==> src/buck_ctrl_pkg.sv <==
package buck_ctrl_pkg;

  ////////////////////////////////////////////////////////////////////////////
  // Timing.
  localparam int CLK_HZ     = 25_000_000;
  localparam int CLK_NS     = 40;
  localparam int BUCK_HZ    = 300_000;
  localparam int PERIOD     = CLK_HZ / BUCK_HZ;
  localparam int BOOST_DIV  = 3;
  localparam int OC_MIN_NS  = 26_000;
  localparam int OC_MAX_NS  = 53_000;
  localparam int MODE_RUN   = 8;

  localparam logic [6:0]  PERIOD_LAST = 7'(PERIOD - 1);
  localparam logic [6:0]  HALF        = 7'(PERIOD / 2);
  localparam logic [6:0]  PB_OFS      = 7'(PERIOD - PERIOD / 2);
  localparam logic [1:0]  BOOST_LAST  = 2'(BOOST_DIV - 1);
  localparam logic [10:0] OC_MIN_CYC  = 11'((OC_MIN_NS + CLK_NS - 1) / CLK_NS);
  localparam logic [10:0] OC_MAX_CYC  = 11'(OC_MAX_NS / CLK_NS);

  ////////////////////////////////////////////////////////////////////////////
  // Register map.
  localparam logic [7:0]  CTRL_OFF    = 8'h00;
  localparam logic [7:0]  STATUS_OFF  = 8'h04;
  localparam int          CTRL_A_BIT  = 0;
  localparam int          CTRL_B_BIT  = 1;
  localparam int          CTRL_BST_BIT = 2;
  localparam int          CTRL_CLR_BIT = 3;
  localparam logic [2:0]  CTRL_RESET  = 3'h7;
  localparam logic [1:0]  RESP_OKAY   = 2'h0;
  localparam logic [1:0]  RESP_SLVERR = 2'h2;

  ////////////////////////////////////////////////////////////////////////////
  // Types.
  typedef enum logic {MODE_PWM, MODE_HYST} mode_t;

  typedef struct packed {
    logic over;
    logic duty_end;
    logic phase_pos;
    logic hyst_lower;
    logic hyst_upper;
    logic droop;
    logic in_window;
    logic under_uv;
    logic high_gs_low;
    logic low_gs_low;
  } chan_sense_t;

  typedef struct packed {
    logic global_enable;
    logic buck_a_enable;
    logic buck_b_enable;
    logic boost_feedback_off;
    logic soft_start_done;
    logic boost_ramp_above;
    logic boost_in_window;
    logic boost_under_uv;
    logic window_pin;
  } misc_sense_t;

  typedef struct packed {
    mode_t       mode;
    logic        quiet;
    logic        pulse;
    logic        low_en;
    logic        blk;
    logic [3:0]  run_cnt;
    logic        oc_act;
    logic [10:0] oc_cnt;
    logic        oc_shut;
    logic        high;
    logic        low;
  } chan_t;

  typedef struct packed {
    logic        awvalid;
    logic [7:0]  awaddr;
    logic        wvalid;
    logic [31:0] wdata;
    logic [3:0]  wstrb;
    logic        bready;
    logic        arvalid;
    logic [7:0]  araddr;
    logic        rready;
  } axi_req_t;

  typedef struct packed {
    logic        awready;
    logic        wready;
    logic        bvalid;
    logic [1:0]  bresp;
    logic        arready;
    logic        rvalid;
    logic [31:0] rdata;
    logic [1:0]  rresp;
  } axi_rsp_t;

endpackage : buck_ctrl_pkg

==> src/buck_mode_and_fault_control.sv <==
`timescale 1ns/1ps
module buck_mode_and_fault_control #(
  parameter int MODE_SAMPLES = buck_ctrl_pkg::MODE_RUN
) (
  // Clock and reset.
  input  wire logic                   clk_sys_in,
  input  wire logic                   reset_in,
  // Comparator and pin inputs, asynchronous.
  input  wire buck_ctrl_pkg::chan_sense_t buck_a_sense_in,
  input  wire buck_ctrl_pkg::chan_sense_t buck_b_sense_in,
  input  wire buck_ctrl_pkg::misc_sense_t misc_sense_in,
  // Register bus.
  input  wire buck_ctrl_pkg::axi_req_t axi_in,
  output buck_ctrl_pkg::axi_rsp_t     axi_out,
  // Gate drives.
  output logic                        buck_a_high_gate_out,
  output logic                        buck_a_low_gate_out,
  output logic                        buck_b_high_gate_out,
  output logic                        buck_b_low_gate_out,
  output logic                        boost_gate_out,
  // Supply switches and open-drain power-good.
  output logic                        always_on_out,
  output logic                        feedback_switch_out,
  output logic                        outputs_in_window_out,
  output logic                        outputs_in_window_oe_out
);
  import buck_ctrl_pkg::*;

  if (MODE_SAMPLES < 2 || MODE_SAMPLES > 16) begin : g_bad_samples
    $error("MODE_SAMPLES must lie between 2 and 16");
  end

  localparam logic [3:0] RUN_LAST = 4'(MODE_SAMPLES - 1);

  typedef struct packed {
    chan_sense_t [1:0] s1c;
    chan_sense_t [1:0] s2c;
    misc_sense_t       s1m;
    misc_sense_t       s2m;
    logic [6:0]        cnt;
    logic [1:0]        bdiv;
    logic              boost_gate;
    logic              uv_latch;
    logic              pg;
    logic              pg_oe;
    logic              always_on;
    logic              fb_switch;
    chan_t [1:0]       ch;
    logic [2:0]        ctrl;
    logic              aw_got;
    logic              w_got;
    logic [7:0]        awaddr;
    logic [31:0]       wdata;
    logic [3:0]        wstrb;
    axi_rsp_t          rsp;
  } state_t;

  state_t st;
  state_t next_st;

  ////////////////////////////////////////////////////////////////////////////
  // Next-state logic.
  always_comb begin
    chan_t       c;
    chan_sense_t sn;
    logic [6:0]  ph;
    logic [1:0]  en;
    logic        ge;
    logic        clr;
    logic        brun;
    logic        run;
    logic        start;
    logic        last;
    logic        match;
    logic        hreq;
    logic        lreq;
    logic        ctrl_hit;
    c        = '0;
    sn       = '0;
    ph       = '0;
    en       = '0;
    ge       = 1'b0;
    brun     = 1'b0;
    clr      = 1'b0;
    run      = 1'b0;
    start    = 1'b0;
    last     = 1'b0;
    match    = 1'b0;
    hreq     = 1'b0;
    lreq     = 1'b0;
    ctrl_hit = 1'b0;
    next_st  = st;

    // Every pin passes two flops; only the second stage is read below.
    next_st.s1c = {buck_b_sense_in, buck_a_sense_in};
    next_st.s2c = st.s1c;
    next_st.s1m = misc_sense_in;
    next_st.s2m = st.s1m;

    ge    = st.s2m.global_enable;
    en[0] = ge & st.s2m.buck_a_enable & st.ctrl[CTRL_A_BIT];
    en[1] = ge & st.s2m.buck_b_enable & st.ctrl[CTRL_B_BIT];
    // A tied-off boost feedback holds the boost stage idle on its own.
    brun  = ge & en[0] & st.ctrl[CTRL_BST_BIT] & ~st.s2m.boost_feedback_off
            & ~st.uv_latch;

    //////////////////////////////////////////////////////////////////////////
    // Register bus slave.
    if (st.rsp.bvalid && axi_in.bready) begin
      next_st.rsp.bvalid = 1'b0;
    end
    if (st.rsp.rvalid && axi_in.rready) begin
      next_st.rsp.rvalid = 1'b0;
    end
    if (axi_in.awvalid && st.rsp.awready) begin
      next_st.aw_got = 1'b1;
      next_st.awaddr = axi_in.awaddr;
    end
    if (axi_in.wvalid && st.rsp.wready) begin
      next_st.w_got = 1'b1;
      next_st.wdata = axi_in.wdata;
      next_st.wstrb = axi_in.wstrb;
    end
    if (next_st.aw_got && next_st.w_got && !next_st.rsp.bvalid) begin
      ctrl_hit = (next_st.awaddr == CTRL_OFF);
      next_st.rsp.bvalid = 1'b1;
      next_st.rsp.bresp  = (ctrl_hit || next_st.awaddr == STATUS_OFF) ?
                           RESP_OKAY : RESP_SLVERR;
      if (ctrl_hit && next_st.wstrb[0]) begin
        next_st.ctrl = next_st.wdata[2:0];
        clr          = next_st.wdata[CTRL_CLR_BIT];
      end
      next_st.aw_got = 1'b0;
      next_st.w_got  = 1'b0;
    end
    if (axi_in.arvalid && st.rsp.arready) begin
      next_st.rsp.rvalid = 1'b1;
      next_st.rsp.rresp  = RESP_OKAY;
      next_st.rsp.rdata  = 32'h0;
      if (axi_in.araddr == CTRL_OFF) begin
        next_st.rsp.rdata[2:0] = st.ctrl;
      end else if (axi_in.araddr == STATUS_OFF) begin
        next_st.rsp.rdata[7:0] = {brun, st.s2m.window_pin, st.pg, st.uv_latch,
                                  st.ch[1].oc_shut, st.ch[0].oc_shut,
                                  st.ch[1].mode == MODE_HYST,
                                  st.ch[0].mode == MODE_HYST};
      end else begin
        next_st.rsp.rresp = RESP_SLVERR;
      end
    end
    next_st.rsp.awready = ~next_st.aw_got;
    next_st.rsp.wready  = ~next_st.w_got;
    next_st.rsp.arready = ~next_st.rsp.rvalid;

    //////////////////////////////////////////////////////////////////////////
    // Shared 300 kHz period counter; channel B runs half a period late.
    next_st.cnt = (st.cnt == PERIOD_LAST) ? 7'h00 : st.cnt + 7'h01;

    for (int i = 0; i < 2; i++) begin
      c  = st.ch[i];
      sn = st.s2c[i];
      if (i == 0) begin
        ph = st.cnt;
      end else begin
        ph = (st.cnt >= HALF) ? st.cnt - HALF : st.cnt + PB_OFS;
      end
      start = (ph == 7'h00);
      last  = (ph == PERIOD_LAST);
      if (!ge) begin
        c = '0;
      end
      if (clr) begin
        c.oc_shut = 1'b0;
      end
      run = en[i] & ~c.oc_shut & ~st.uv_latch;
      if (start) begin
        c.quiet  = 1'b0;
        c.blk    = 1'b0;
        c.low_en = 1'b0;
      end

      // Overcurrent timer; a late repeat shuts down, silence clears it.
      if (c.oc_act) begin
        if (sn.over && c.oc_cnt >= OC_MIN_CYC) begin
          c.oc_shut = 1'b1;
          c.oc_act  = 1'b0;
        end else if (c.oc_cnt == OC_MAX_CYC) begin
          c.oc_act  = 1'b0;
        end else begin
          c.oc_cnt  = c.oc_cnt + 11'h001;
        end
      end else if (sn.over && run) begin
        c.oc_act = 1'b1;
        c.oc_cnt = 11'h001;
      end
      if (sn.over) begin
        c.blk = 1'b1;
      end

      // Polarity is sampled in the period's last cycle while the lower switch conducts.
      if (last && st.ch[i].low && run) begin
        match = (sn.phase_pos == (c.mode == MODE_PWM));
        if (!match) begin
          c.run_cnt = 4'h0;
        end else if (c.run_cnt == RUN_LAST) begin
          c.mode    = (c.mode == MODE_PWM) ? MODE_HYST : MODE_PWM;
          c.run_cnt = 4'h0;
          c.quiet   = 1'b1;
        end else begin
          c.run_cnt = c.run_cnt + 4'h1;
        end
      end
      if (c.mode == MODE_HYST && sn.droop) begin
        c.mode    = MODE_PWM;
        c.run_cnt = 4'h0;
        c.quiet   = 1'b1;
      end

      // Pulses open only at the channel's own period start.
      if (start && run && (c.mode == MODE_PWM || sn.hyst_lower)) begin
        c.pulse = 1'b1;
      end
      if (c.pulse && (c.blk || last || c.quiet || !run ||
          (c.mode == MODE_PWM ? sn.duty_end : sn.hyst_upper))) begin
        c.pulse  = 1'b0;
        c.low_en = (c.mode == MODE_HYST);
      end
      // Diode emulation: the low switch drops once current reverses.
      if (c.mode == MODE_HYST && sn.phase_pos) begin
        c.low_en = 1'b0;
      end
      if (c.quiet || !run) begin
        c.pulse  = 1'b0;
        c.low_en = 1'b0;
      end

      hreq = c.pulse;
      lreq = ~c.pulse & ~c.quiet & run &
             ((c.mode == MODE_PWM) | c.low_en);
      // The registered opposite gate closes the monitor's two-flop gap.
      c.high = hreq & sn.low_gs_low & ~st.ch[i].low;
      c.low  = lreq & sn.high_gs_low & ~st.ch[i].high;
      next_st.ch[i] = c;
    end

    //////////////////////////////////////////////////////////////////////////
    // Boost: one buck period in every three, ended by the window's fall.
    if (st.cnt == PERIOD_LAST) begin
      next_st.bdiv = (st.bdiv == BOOST_LAST) ? 2'h0 : st.bdiv + 2'h1;
    end
    next_st.boost_gate = brun & (st.bdiv == 2'h0) &
                         (st.boost_gate | st.s2m.boost_ramp_above);

    //////////////////////////////////////////////////////////////////////////
    // Undervoltage latch and power-good.
    if (clr || !ge) begin
      next_st.uv_latch = 1'b0;
    end
    if (ge && st.s2m.soft_start_done &&
        ((en[0] & st.s2c[0].under_uv) | (en[1] & st.s2c[1].under_uv) |
         (brun & st.s2m.boost_under_uv))) begin
      next_st.uv_latch = 1'b1;
    end
    next_st.pg = ge & st.s2m.soft_start_done & ~st.uv_latch &
                 st.s2c[0].in_window & st.s2c[1].in_window &
                 (~brun | st.s2m.boost_in_window);
    // The pull-down enable gets its own flop so the pin never sees an inverter glitch.
    next_st.pg_oe = ~next_st.pg;
    next_st.always_on = ge;
    next_st.fb_switch = en[0];
  end

  always_ff @(posedge clk_sys_in) begin
    if (reset_in) begin
      st      <= '0;
      st.ctrl <= CTRL_RESET;
      st.pg_oe <= 1'b1;
    end else begin
      st <= next_st;
    end
  end

  ////////////////////////////////////////////////////////////////////////////
  // Outputs.
  assign axi_out                  = st.rsp;
  assign buck_a_high_gate_out     = st.ch[0].high;
  assign buck_a_low_gate_out      = st.ch[0].low;
  assign buck_b_high_gate_out     = st.ch[1].high;
  assign buck_b_low_gate_out      = st.ch[1].low;
  assign boost_gate_out           = st.boost_gate;
  assign always_on_out            = st.always_on;
  assign feedback_switch_out      = st.fb_switch;
  assign outputs_in_window_out    = st.pg;
  assign outputs_in_window_oe_out = st.pg_oe;
endmodule : buck_mode_and_fault_control

==> config.mk <==
export PLATFORM = sky130hd
export DESIGN_NAME = buck_mode_and_fault_control
export DESIGN_NICKNAME = d
export VERILOG_FILES = /design/src/buck_ctrl_pkg.sv /design/src/buck_mode_and_fault_control.sv
export SDC_FILE = /design/constraint.sdc
export NUM_CORES = 1
export LEC_CHECK = 0
export BUFFER_PORTS_ARGS = -buffer_cell sky130_fd_sc_hd__buf_2
export CAP_MARGIN = 20
export CORE_ASPECT_RATIO = 0.6
export CORE_MARGIN = 3
export CORE_UTILIZATION = 45
export CTS_CLUSTER_SIZE = 40
export DETAILED_ROUTE_END_ITERATION = 6
export PLACE_DENSITY = 0.68
export SETUP_SLACK_MARGIN = 0.2
export SYNTH_ARGS = -nofsm -noshare
export SYNTH_HDL_FRONTEND = slang
export SYNTH_SLANG_ARGS = --single-unit
export TNS_END_PERCENT = 50
==> constraint.sdc <==
create_clock -name clk_sys_in -period 4.1 [get_ports clk_sys_in]
set_clock_uncertainty 0.15 [all_clocks]
set_input_delay 0.615 -clock clk_sys_in [delete_from_list [all_inputs] [get_ports clk_sys_in]]
set_output_delay 0.615 -clock clk_sys_in [all_outputs]
set_load 0.005 [all_outputs]
==> flow_summary_export.csv <==
group,metric,value,unit
logic_synthesis,async_reset_ff_frac,0,
logic_synthesis,synth.ff_latch_count,154,
logic_synthesis,post-synth-top-area-fraction,0.425,
worst_hold_path,hold_start,"misc_sense_in[2]",
critical_path,critical_path_arrival,3810,ps
power_and_ir_drop,power.density,413,mW/mm2
global_routing,initial_antenna_violation_count,0,
critical_path,critPathTopFamily,"compound AO/OA/AOI/OAI gates",
logic_synthesis,netlist_top_cells_area,"sky130_fd_sc_hd__dfxtp_1, sky130_fd_sc_hd__nor2b_1, sky130_fd_sc_hd__buf_4, sky130_fd_sc_hd__nand2_1, sky130_fd_sc_hd__a21oi_1",
global_routing,number_of_global_route_vias_before_repair,4992,
cts,cts_buffers,17,
sta,setup-violations-final,0,
floorplanning,ios,138,
logic_synthesis,yosys_most_used_dff,"sky130_fd_sc_hd__dfxtp_1",
logic_synthesis,yosysWarnings,0,
global_routing,grt_max_degree,110,
critical_path,critPathMaxStageDelay,500,ps
floorplanning,initial_utilization,0.466,
cells_and_area,n_antenna_cell,0,
floorplanning,number_of_placement_rows,35,
logic_synthesis,synth_area_per_cell,8.84,um2
cts,ctsHoldBuffers,0,
cts,insertion_delay,420,ps
floorplanning,die_width,170,um
placed_design,io_buffer_count,80,
sta,finalWorstPathRequiredPeriod,3600,ps
cts,cts_tree,"built",
cts,ctsHtreeMaxLevel,4,
placed_design,place_inst,1057,
cts,clk_path_buf_depth,2,
power_and_ir_drop,leakage,3.20,nW
logic_synthesis,postSynthCellCount,820,
route,routed_wire_length,16200,um
route,detail_route.wl_per_cell,14.8,um
critical_path,reg2reg_depth,10,
route,drt_first_pass_iters,5,
logic_synthesis,synth_enable_flop_cells,0,
critical_path,worstPathCellList,"inv_1 -> ha_1 -> a21boi_1 -> a32o_1 -> o32ai_2 -> nand2b_2 -> nor4_4 -> mux2i_1 -> mux2i_2 -> o2111a_1",
route,drcViolationCount,0,
sta,max_clock_freq,278,MHz
critical_path,critical_path_peak_fanout,6,
cells_and_area,fin_cells,1089,
placed_design,detail_placement_hpwl,11500,um
sta,tightest_slew_margin_relative_to_the_limit,0.285,
sta,rsz0062_at_grt,"no",
route,detailroute.via_count,5752,
critical_path,setup_slack_on_the_worst_flop_to_flop_path,500,ps
floorplanning,fp.coreArea,0.0155,mm2
global_routing,grt_first_pass_wirelength,26600,um
outcome,status,"completed",
critical_path,r2r-start,"st[147]$_SDFF_PP0_",
logic_synthesis,yosysUniqueCellTypes,72,
global_routing,congestion_overflow_gr,0,
cts,clk_root_buffer_cell,"sky130_fd_sc_hd__clkbuf_16",
sta,worstMarginPinSlew,1070,ps
worst_hold_path,hold_path_class,"primary input to flop",
run,cap_viol_max_count,0,
floorplanning,chipHeight,104,um
logic_synthesis,synth_largest_area_cell,"sky130_fd_sc_hd__dfxtp_1",
floorplanning,die-area,0.0177,mm2
cells_and_area,nNetsFinal,977,
critical_path,worstSetupEndpointType,"flop",
logic_synthesis,syn-cell-area,0.00725,mm2
cts,cts.sinks,154,
sta,min_period_over_period,0.877,
cts,cts.repair.resized,0,
critical_path,cpMaxStageDelayCell,"sky130_fd_sc_hd__mux2i_1",
worst_hold_path,timing.hold.worst_endpoint,"next_st[155]$_SDFF_PP0_",
critical_path,cp_num_buf_inv,1,
sta,final_max_slew_violation_count,0,
cts,cts.reportedPaths.clkPinSlew,70,ps
cells_and_area,final_layout_size_suffix_gt1_frac,0.163,
sta,totalNegativeSetupSlack,0,ps
cells_and_area,area.growth.synth_to_final,13.2,%
placed_design,routability_congestion,0.869,
worst_hold_path,min_path_cells,2,
route,drt_first_iter_violations,691,
critical_path,worst_r2r_endpoint,"buck_b_low_gate_out$_SDFF_PP0_",
power_and_ir_drop,vdd_drop_max,244,uV
sta,timing_hold_violations_final,0,
route,final_antenna_net_count,0,
critical_path,timing_worst_setup_path_type,"flop to flop",
critical_path,cp-start-kind,"flop",
logic_synthesis,yosysSeqAreaShare,0.425,
critical_path,required_time_worst_endpoint,4310,ps
route,post_drt_via_cell_ratio,5.28,
cts,post_cts_buffers,0,
global_routing,global_route.usage.total,0.185,
-- worst reg2reg max path: cells and delay by family, from the launching register on --
family	cells	cell delay, ps
flops	1	440
compound gates	4	1070
fa+ha+maj	1	230
simple gates	2	660
buf+inv	1	170
mux	2	850
-- worst max-delay path by stage --
stage,start,to,slack [ps],depth (start not counted)
finish,st[147]$_SDFF_PP0_,buck_b_low_gate_out$_SDFF_PP0_,500,10
global route,st[147]$_SDFF_PP0_,buck_b_low_gate_out$_SDFF_PP0_,340,10
CTS,st[147]$_SDFF_PP0_,buck_b_low_gate_out$_SDFF_PP0_,550,10
detailed placement,axi_in[56],buck_a_high_gate_out$_SDFF_PP0_,530,9
global placement,axi_in[56],buck_b_low_gate_out$_SDFF_PP0_,630,9
floorplan,next_st[139]$_SDFF_PP0_,st[100]$_SDFF_PP0_,500,14
-- sequential cells by signal, summed over array words and instances (netlist names) --
| register | flops |
|---|---|
| always_on_out | 1 |
| axi_out | 15 |
| boost_gate_out | 1 |
| buck_a_high_gate_out | 1 |
| buck_a_low_gate_out | 1 |
| buck_b_high_gate_out | 1 |
| buck_b_low_gate_out | 1 |
| feedback_switch_out | 1 |
| next_st | 30 |
| outputs_in_window_oe_out | 1 |
| outputs_in_window_out | 1 |
| st | 100 |
-- per-layer routing --
| layer | track usage | share of wire |
|---|---|---|
| met2 | 0.221 | 0.37 |
| met1 | 0.312 | 0.56 |
| met4 | 0.0473 | 0.0067 |
| met3 | 0.0441 | 0.065 |
| met5 | 0 | 0 |
-- through the flow --
stage / total power [mW] / hold slack (ps) / setup slack [ps] / cell area (um2) / utilization
after global placement: 1.80 / 271 / 629 / 7600 / 0.489
after CTS: 3.41 / 228 / 553 / 8200 / 0.528
after detailed placement: 1.80 / 273 / 534 / 7600 / 0.489
after floorplan: 1.75 / 264 / 498 / 7340 / -
final: 3.39 / 248 / 503 / 8200 / 0.528
after global routing: 3.51 / 234 / 343 / 8200 / 0.528
-- Yosys cell counts, drive strengths merged (16+ instances only) --
cell    instances
dfxtp         154
nand2          72
nor2b          71
nor2           54
buf            52
a21oi          50
clkbuf         28
nand3          27
inv            26
o21ai          21
nor3           19
ha             16
nand3b         16
-- cell usage in the layout (no fill, tap or decap), drive strengths merged, types with 9 or more instances in the layout --
master  Yosys  layout
a211oi      9       9
a21oi      50      50
a31oi      11      11
and2       11      11
and3        9       9
buf        52      89
clkbuf     28      18
conb        1      26
dfxtp     154     154
ha         16      16
inv        26      35
nand2      72      72
nand2b     13      13
nand3      27      27
nand3b     16      16
nand4      15      15
nand4b      9       9
nor2       54      54
nor2b      71      71
nor3       19      19
nor4        9       9
o21ai      21      21
o31ai       9       9
xnor2      13      13
xor2       12      12
-- power breakdown --
group,total (mW),internal [mW],switching [mW],leakage (nW)
registers,1.57,1.54,0.0254,1.26
logic,0.203,0.0859,0.117,1.66
clock network,1.62,0.923,0.694,0.289
total,3.39,2.55,0.837,3.20
-- kinds of logic after synthesis --
family / share of synthesized area
compound gates: 0.156
xor+xnor: 0.0302
fa+ha+maj: 0.0276
buf+inv: 0.0772
flops: 0.425
mux: 0.0199
other cells: 0.000517
simple gates: 0.263
-- layout make-up --
type	count	area, um2
clock inverters	14	170
well taps	203	254
inverters	26	97.6
repair buffers	89	470
multi-input cells	585	3700
fillers	1388	7340
flip-flops and latches	154	3080
clock buffers	18	429
Note: power is estimated with default switching activity, not from simulation.
